File: config.mk
export PLATFORM = sky130hd
export DESIGN_NAME = rops_top
export DESIGN_NICKNAME = d
export VERILOG_FILES = /design/src/core/rops_pkg.sv /design/src/core/rops_reg_bank.sv /design/src/core/rops_pin_mux.sv /design/src/core/rops_top.sv
export SDC_FILE = /design/constraint.sdc
export NUM_CORES = 1
export LEC_CHECK = 0
export BUFFER_PORTS_ARGS = -buffer_cell sky130_fd_sc_hd__buf_2
export CORE_ASPECT_RATIO = 0.75
export CORE_MARGIN = 4
export CORE_UTILIZATION = 50
export DETAILED_ROUTE_END_ITERATION = 8
export GPL_ROUTABILITY_DRIVEN = 0
export GPL_TIMING_DRIVEN = 0
export PLACE_DENSITY = 0.67
export SYNTH_ARGS = -nofsm -noshare
export SYNTH_HDL_FRONTEND = slang
export SYNTH_SLANG_ARGS = --single-unit
export TNS_END_PERCENT = 50
File: constraint.sdc
create_clock -name clk -period 4 [get_ports clk]
set_clock_uncertainty 0.1 [all_clocks]
set_input_delay 1 -clock clk [delete_from_list [all_inputs] [get_ports clk]]
set_output_delay 1 -clock clk [all_outputs]
set_load 0.01 [all_outputs]
File: src/core/rops_pkg.sv
// Purpose: Constants for the remappable output pin select bank.
// Assumes: One 16-bit mapping register per pair of remappable pins 8..23.
// Notes: Register indices are local; byte addressing is left to the system bus.
package rops_pkg;
    localparam int ADDR_W = 4;
    localparam int DATA_W = 16;
    localparam int SEL_W = 5;
    localparam int NUM_FUNC = 32;
    localparam int FIRST_PIN = 8;
    localparam int NUM_PINS = 16;
    localparam int NUM_REGS = 8;
    // Register indices of the bank
    localparam logic [ADDR_W-1:0] OUT_MAP_PINS_8_9 = 4'h4;
    localparam logic [ADDR_W-1:0] OUT_MAP_PINS_10_11 = 4'h5;
    localparam logic [ADDR_W-1:0] OUT_MAP_PINS_12_13 = 4'h6;
    localparam logic [ADDR_W-1:0] OUT_MAP_PINS_14_15 = 4'h7;
    localparam logic [ADDR_W-1:0] OUT_MAP_PINS_16_17 = 4'h8;
    localparam logic [ADDR_W-1:0] OUT_MAP_PINS_18_19 = 4'h9;
    localparam logic [ADDR_W-1:0] OUT_MAP_PINS_20_21 = 4'ha;
    localparam logic [ADDR_W-1:0] OUT_MAP_PINS_22_23 = 4'hb;
    // First register absent on the small package
    localparam logic [ADDR_W-1:0] SMALL_PKG_LIMIT = OUT_MAP_PINS_16_17;
    // Field positions
    localparam int LOW_SEL_LSB = 0;
    localparam int HIGH_SEL_LSB = 8;
    localparam logic [DATA_W-1:0] IMPL_MASK = 16'h1f1f;
    localparam logic [SEL_W-1:0] SEL_RESET = 5'h00;
    localparam logic [DATA_W-1:0] REG_RESET = 16'h0000;
endpackage

File: src/core/rops_reg_bank.sv
// Purpose: Storage for the pin selector fields.
// Assumes: Write enable already qualified by the decoder.
// Notes: Only implemented field bits are stored at all.
`timescale 1ns/100ps
module rops_reg_bank (
    input wire logic clk,
    input wire logic srst,
    input wire logic wrEn,
    input wire logic [3:0] wrIdx,
    input wire logic [15:0] wrData,
    output logic [79:0] selFlat
);
    logic [4:0] sel [16];
    logic [4:0] next_sel [16];

    // Next selector values; one pair per register
    always_comb begin
        for (int i = 0; i < rops_pkg::NUM_PINS; i++) begin
            next_sel[i] = sel[i];
        end
        if (wrEn) begin
            next_sel[{wrIdx[2:0], 1'b0}] = wrData[rops_pkg::LOW_SEL_LSB +: rops_pkg::SEL_W];
            next_sel[{wrIdx[2:0], 1'b1}] = wrData[rops_pkg::HIGH_SEL_LSB +: rops_pkg::SEL_W];
        end
    end

    // Register the selectors, cleared by reset
    always_ff @(posedge clk) begin
        for (int i = 0; i < rops_pkg::NUM_PINS; i++) begin
            if (srst) begin
                sel[i] <= rops_pkg::SEL_RESET;
            end else begin
                sel[i] <= next_sel[i];
            end
        end
    end

    // Flatten for the parent
    always_comb begin
        for (int i = 0; i < rops_pkg::NUM_PINS; i++) begin
            selFlat[i*5 +: 5] = sel[i];
        end
    end
endmodule // rops_reg_bank

File: src/core/rops_pin_mux.sv
// Purpose: Routes one peripheral output function onto one pin.
// Assumes: Function outputs arrive on the same clock.
// Notes: Purely combinational; the parent registers the result.
`timescale 1ns/100ps
module rops_pin_mux (
    input wire logic [4:0] sel,
    input wire logic [31:0] funcOut,
    output logic pinValue
);
    // Function n drives the pin when the selector holds n
    always_comb begin
        pinValue = funcOut[sel];
    end
endmodule // rops_pin_mux

File: src/core/rops_top.sv
// Purpose: Remappable output pin select for pins 8 to 23.
// Assumes: Register port with one-cycle strobes, read data the cycle after.
// Notes: smallPkg is a configuration level held stable; sampled every cycle.
`timescale 1ns/100ps
module rops_top (
    input wire logic clk,
    input wire logic srst,
    input wire logic smallPkg,
    input wire logic [3:0] regAddr,
    input wire logic [15:0] regWrData,
    input wire logic regWrite,
    input wire logic regRead,
    output logic [15:0] regRdData,
    input wire logic [31:0] funcOut,
    output logic [15:0] pinOut
);
    logic [79:0] selFlat;
    logic [15:0] pinComb;
    logic hit;
    logic absent;
    logic wrEn;
    logic [15:0] rdWord;
    logic [15:0] next_regRdData;
    logic [15:0] next_pinOut;

    // Address decode; absent registers on the small package are treated as unmapped
    always_comb begin
        hit = 1'b0;
        absent = 1'b0;
        if (regAddr < rops_pkg::OUT_MAP_PINS_8_9) begin
            hit = 1'b0;
        end else if (regAddr > rops_pkg::OUT_MAP_PINS_22_23) begin
            hit = 1'b0;
        end else if (smallPkg && regAddr >= rops_pkg::SMALL_PKG_LIMIT) begin
            absent = 1'b1;
        end else begin
            hit = 1'b1;
        end
        // Absent registers never reach the bank, even if the window above is widened later
        wrEn = regWrite && hit && !absent;
    end

    rops_reg_bank bank (
        .clk(clk),
        .srst(srst),
        .wrEn(wrEn),
        .wrIdx(regAddr - rops_pkg::OUT_MAP_PINS_8_9),
        .wrData(regWrData & rops_pkg::IMPL_MASK),
        .selFlat(selFlat)
    );

    // One mux per pin
    for (genvar p = 0; p < 16; p++) begin : gPin
        rops_pin_mux mux (
            .sel(selFlat[p*5 +: 5]),
            .funcOut(funcOut),
            .pinValue(pinComb[p])
        );
    end

    // Read word assembly; reserved bits forced to zero
    always_comb begin
        logic [3:0] idx;
        idx = regAddr - rops_pkg::OUT_MAP_PINS_8_9;
        rdWord = rops_pkg::REG_RESET;
        if (hit) begin
            rdWord[rops_pkg::LOW_SEL_LSB +: 5] = selFlat[{idx[2:0], 1'b0}*5 +: 5];
            rdWord[rops_pkg::HIGH_SEL_LSB +: 5] = selFlat[{idx[2:0], 1'b1}*5 +: 5];
        end
        next_regRdData = regRead ? (rdWord & rops_pkg::IMPL_MASK) : rops_pkg::REG_RESET;
        // Absent pins stay low so a stale selector can never leak out
        next_pinOut = pinComb;
        if (smallPkg) begin
            next_pinOut[15:8] = 8'h00;
        end
    end

    // Output registers
    always_ff @(posedge clk) begin
        if (srst) begin
            regRdData <= rops_pkg::REG_RESET;
            pinOut <= 16'h0000;
        end else begin
            regRdData <= next_regRdData;
            pinOut <= next_pinOut;
        end
    end

    chk_read_mask: assert property (@(posedge clk) disable iff (srst)
        (regRdData & ~rops_pkg::IMPL_MASK) == 16'h0000)
        else $error("reserved read bits not zero");
    chk_small_read: assert property (@(posedge clk) disable iff (srst)
        regRead && smallPkg && regAddr >= rops_pkg::SMALL_PKG_LIMIT |=>
        regRdData == 16'h0000)
        else $error("absent register read nonzero");
    chk_write_back: assert property (@(posedge clk) disable iff (srst)
        regWrite && hit ##1 regRead && $stable(regAddr) |=>
        regRdData == ($past(regWrData, 2) & rops_pkg::IMPL_MASK))
        else $error("write read-back mismatch");
    chk_pin_route: assert property (@(posedge clk) disable iff (srst)
        !smallPkg |=> pinOut[0] == $past(funcOut[selFlat[4:0]]))
        else $error("pin 8 routing wrong");
    chk_pair_map: assert property (@(posedge clk) disable iff (srst)
        regWrite && regAddr == rops_pkg::OUT_MAP_PINS_10_11 && !smallPkg |=>
        selFlat[19:15] == $past(regWrData[12:8]))
        else $error("pin 11 selector wrong");
    chk_reset_clear: assert property (@(posedge clk)
        srst |=> selFlat == 80'h0 && regRdData == 16'h0000 && pinOut == 16'h0000)
        else $error("reset did not clear");
    chk_absent_write: assert property (@(posedge clk) disable iff (srst)
        regWrite && !hit |=> $stable(selFlat))
        else $error("unmapped write changed state");
    chk_small_pins: assert property (@(posedge clk) disable iff (srst)
        smallPkg ##1 smallPkg |-> pinOut[15:8] == 8'h00)
        else $error("absent pin driven");
endmodule // rops_top

After elaboration in Yosys (flattened, before gate mapping)
Memories as Yosys holds them, arrays and structs flattened.
Cells that the tools add are included.
{ "op_classes": {"add_sub_neg": 1, "reduce_logical": 8, "mul": 2, "n_lt_le_gt_ge": 23, "mux": 64, "n_bitwise": 20, "shifts": 2} }
{ "ops": {"columns": ["cell", "count"], "rows": [
  ["bitwise mux 80 bit", 2],
  ["indexed part select 80 x 8 -> 5 bit", 2],
  ["< comparator 5 x 6 -> 1 bit (second input constant)", 16],
  ["two-way mux 5 bit", 18],
  ["binary-select mux 1 bit (select 5 bit)", 16],
  ["two-way mux 80 bit", 1],
  ["demux 5 bit (select 4 bit)", 2],
  ["two-way mux 1 bit", 25],
  ["bitwise OR 1 bit", 16],
  ["greater-or-equal comparator 5 bit (second input constant)", 2],
  ["< comparator 5 x 1 -> 1 bit (second input constant)", 2],
  ["inverter 4 -> 5 bit", 2],
  ["multiplier 4 x 3 -> 7 bit (second input constant)", 1],
  ["multiplier 3 x 3 -> 6 bit (second input constant)", 1],
  ["logical AND 1 bit", 5],
  ["greater-or-equal comparator 4 bit (second input constant)", 1],
  ["> comparator 4 bit (second input constant)", 1],
  ["< comparator 4 x 3 -> 1 bit (second input constant)", 1],
  ["OR reduction 3 bit", 1],
  ["subtractor 3 bit (second input constant)", 1],
  ["inverter 1 bit", 2],
  ["OR reduction 2 bit", 1],
  ["zero test 1 bit", 1]
]} }
{ "word_totals": {"n_memories": 1, "regBits": 32, "input_bits": 57, "output_inout_bits": 32, "ram_bits": 80, "wordCells": 125} }
{ "mem_list": {"columns": ["memory", "depth", "width", "read_ports", "rd_ports_with_merged_regs", "write_ports", "line", "source"], "rows": [
  ["bank.sel", 16, 5, 16, 0, 16, "rops_reg_bank.sv:13", "logic [4:0] sel [16];"]
]} }

Depth between registers and ports, before layout
{ "depth": {"word_depth": 10, "depth_mapped": 6, "mapped_depth_nobuf": 4} }

Hierarchy
From an unflattened synthesis, not the netlist that was laid out.
{ "hier_totals": {"cells_unflattened": 1064, "hier_area_um2": 9918.3} }
{ "modules_own_cells": {"columns": ["mod", "area_each_um2", "seq_area_each_um2", "cells_each", "instances"], "rows": [
  ["rops_pin_mux", 325.3, 0.0, 41, 16],
  ["rops_reg_bank", 3235.6, 1601.5, 292, 1],
  ["rops_top", 1477.7, 520.5, 116, 1]
]} }

Least setup slack after synthesis
OpenSTA, ideal clock, no wires.
{ "synth_path": {"path_type": "input-to-reg", "startpoint": "in funcOut[25]", "endpoint": "reg pinOut[14]", "n_path_buf": 0, "setup_time_ns": 0.116, "path_slack_ns": 1.639, "t_arrival_ns": 2.145, "t_required_ns": 3.784, "stages": 4, "cell_sequence": "mux4_1 mux4_2 nand2b_1 o211a_1"} }
{ "synth_between": {"elab_chain_len": 2} }
{ "synth_lines": {"columns": ["element", "line", "source"], "rows": [
  ["start: declaration", "rops_top.sv:14", "input wire logic [31:0] funcOut,"],
  ["binary-select mux 1 bit (select 5 bit)", "rops_pin_mux.sv:12", "pinValue = funcOut[sel];"],
  ["two-way mux 1 bit (implied by the code)", "rops_pin_mux.sv:12", null],
  ["end signal: assignment", "rops_top.sv:85", "pinOut <= next_pinOut;"],
  ["end: declaration", "rops_top.sv:15", "output logic [15:0] pinOut"]
]} }
No other way between the ends. The select of a mux whose other input is x is not followed.
A chain may end at the register's enable or synchronous reset.

Worst setup path in the final report
{ "layout_path": {"startpoint": "in funcOut[7]", "endpoint": "reg pinOut[9]"} }
The elaborated chain is that of the path after synthesis.

==> impl.org <==
** Job
- Number of maximum-capacitance constraint violations :: 0

** Clock tree
- Clk pin slew, worst setup/hold paths :: 70 ps
- Post-CTS Setup Repair Bufs :: 0
- At the later pin of the worst-skew pair, clock insertion delay measures 360 ps.
- The H-tree generated during clock tree synthesis spans 3 levels.
- Post-cts resize count :: 0
- The clock passes through at most 2 buffers.
- Hold repair after CTS inserted 0 buffers.
- CTS placed an instance of clkbuf_16 at the clock tree root.
- TritonCTS built the clock tree.
- Number of clock sinks :: 106
- Counting the buffers created by CTS gives 9.

** Power and ir drop
- In this run the power density over the cells is 269 nW/um^2.
- IR analysis of the VDD net gives a maximum drop of 0.253 mV.
- The analysis attributes to cell leakage a power of 3.14 nW.

** STA
- Based on the critical path, the design can be clocked at up to 343 MHz.
- The total count of max-transition violations in the final report is 0.
- Final worst path period share :: 72.8%
- Worst Max-Slew Pin Slew :: 1010 ps
- The smallest clock period supported by the final layout is computed as 2910 ps.
- Setup repair after global routing missed its margin :: no
- Setup TNS :: 0 ps
- Relative max-transition margin :: 32.9%
- Setup violations remaining at the end of the flow were counted as 0.
- The total count of hold-check failures in the final report came to 0.
- In the post-route analysis, the smallest setup slack over all paths is 1090 ps.

** Global routing
- Vias in the first global route :: 7244
- Wire length of the first global-routing pass :: 46400 um
- The number of antenna violations at the first check in global routing is 0.
- For met1 alone, demand over resource in global routing was 44.7%.
- GR Overflow Total :: 0
- For this run, global-route usage on met2 was measured as 45.3%.
- met2 is the most crowded layer.
- Largest net degree at the start of global routing :: 18
- Global routing consumed, on the met3 layer, 13.6% of the routing resources.
- Gr usage total :: 32.1%

** Yosys
- Yosys instantiated no cell more often than mux4_2.
- In this run, synthesis inferred 0 flip-flops with an integrated enable.
- Cell variety after synth :: 43
- Counting every instance in the synthesized netlist gives 824.
- For this run, the register share of the synthesized area comes to 24.5%.
- By count the netlist is led by 124 x mux4_2, 106 x dfxtp_1, 99 x mux2i_1, 90 x clkbuf_1.
- For this run, the leading register cell type out of synthesis is dfxtp_1.
- Yosys reg bits :: 106
- Summing every instance area after synthesis gives 8670 sq um.
- Syn. warnings :: 0
- After synthesis, the share of flip-flops with an asynchronous set or reset is 0%.
- Averaged over all synthesized cells, the footprint is 10.5 sq um.
- Post-synthesis cell type with the largest combined area :: mux4_2
- In the post-synthesis netlist, the biggest area contributors are mux4_2 32%, dfxtp_1 24%, mux2i_1 11%.
- Area share of the largest cell type after synthesis :: 32.2%

** Floorplanning
- Floorplan die height :: 122 um
- I/O Pins :: 89
- Total Die Area :: 19500 sq um
- Measured along the x axis, the die boundary spans 160 um.
- After floorplanning, the core was divided into 41 placement rows.
- The total area inside the core boundary comes to 16900 sq um.
- Initial standard-cell utilization of the core :: 51.2%

** Placement
- During placement, the flow inserted port buffers numbering 65.
- Post-DP HPWL :: 22000 um
- Worst setup slack after placement :: 819 ps

** Cells and area
- Layout overhead on the synthesized area :: 10.8%
- Fraction of layout cells with a size suffix above 1 :: 29.3%
- After the last flow step, the layout net total stands at 962.
- Sequential cell area :: 2120 sq um
- Layout filler cell count :: 1502
- Antenna diodes :: 0
- Area taken by multi-input logic gates :: 5960 sq um

** Outcome
- Outcome :: complete, no violations

** Drt
- Dividing the detail-routed wire length by the instance count gives 28.0 um.
- The detail route stage leaves a number of antenna-violating nets equal to 0.
- Wires add up to 31500 um.
- Number of vias after detailed routing :: 7859
- In the routed design, unresolved DRC markers number 0.
- Number of DRC markers after the initial detailed-route iteration :: 1255
- Number of detailed-routing iterations run before antenna repair :: 6
- Per-cell via count in the routed design :: 6.99

** Worst setup path
- Crit end category :: flop
- The worst setup path is launched from an input port.
- Crit Path Category :: input port to flop
- Data required, critical path :: 4100 ps
- Longest individual stage delay on the worst path :: 860 ps
- For this design, the slowest cell found on the critical path is a2111oi_0.
- Total buffers and inverters traversed by the critical path :: 2
- The signal on the critical path passes through buf_2, clkbuf_1, mux4_2, a2111oi_0, nor4_1.
- Dominant delay contributor by cell family on the critical path :: compound AO/OA/AOI/OAI gates
- Data arrives at the worst endpoint at 3010 ps.
- Crit-path max FO :: 10

** Min path
- The path class of the tightest hold or removal check is flop to flop.
layout by cell type, fill, tap and decap left out, types with 12 or more instances in the layout:
master    count
mux2_2       23
clkbuf_1     90
o21ai_0      15
nand2_1      56
a22oi_1      12
a21oi_1      52
mux2i_1      99
nor2b_1      14
nor2_1       56
dfxtp_1     106
buf_2        94
nand3_1      37
mux4_2      124
registers in the layout (all words and copies together) (netlist names):
register	cells
bank.sel	80
pinOut	16
regRdData	10
where the power goes:
group          switching [mW]  internal [mW]  total (mW)  leakage (nW)
clock                   0.434          0.568        1.00         0.156
combinational           0.304          0.201       0.505          2.12
sequential            0.00898           1.07        1.08         0.858
total                   0.747           1.84        2.59          3.14
path summary, 6_finish.rpt:
path                   startpoint         endpoint  slack [ps]  cells past startpoint
setup reg to reg   bank.sel[1][7]        pinOut[9]        1430                      5
hold reg to reg   bank.sel[0][33]  bank.sel[0][33]         430                      2
hold / removal    bank.sel[0][33]  bank.sel[0][33]         430                      2
setup / recovery       funcOut[7]        pinOut[9]        1090                      5
layer usage:
metal	part of all wire (%)	wire [um]
met1	39	12100
met5	0	0
met2	41	12900
met4	3.9	1220
met3	17	5210
cell families (layout without fill, tap and decap cells):
kind of cell / after synthesis / after routing / synth area share [%]
AOI/OAI and AO/OA: 134 / 134 / 10.1
DFF: 106 / 106 / 24.5
other: 1 / 6 / 0.0433
buffers and inverters: 141 / 221 / 6.99
and+or+nand+nor: 191 / 191 / 10.3
muxes: 251 / 251 / 48.2
cell type report:
cell class | instances | share of cell area, %
plain buffers | 132 | 5.95
clock buffers | 10 | 2.49
clock inverters | 5 | 0.886
inverters | 9 | 0.352
multi-input cells | 582 | 62.0
flip-flops and latches | 106 | 22.1
well taps | 215 | 2.80
repair buffers | 65 | 3.39
worst min-delay path, cell delays in order, from the launching register on:
cell     delay (ps)
dfxtp_1         340
o21ai_0          80
a21oi_1          60
stage by stage:
stage | hold WS [ps] | utilization (%) | area (sq um) | power [mW] | cells
CTS | 428 | 56.7 | 9600 | 2.56 | 1124
detailed placement | 419 | 54.8 | 9280 | 1.59 | 1109
global placement | 413 | 54.8 | 9280 | 1.58 | 1109
finish | 435 | 56.7 | 9600 | 2.59 | 1124
global route | 460 | 56.7 | 9600 | 2.64 | 1124
floorplan | 359 | - | 8690 | 1.41 | 829
Note: power is estimated with default switching activity, not from simulation.
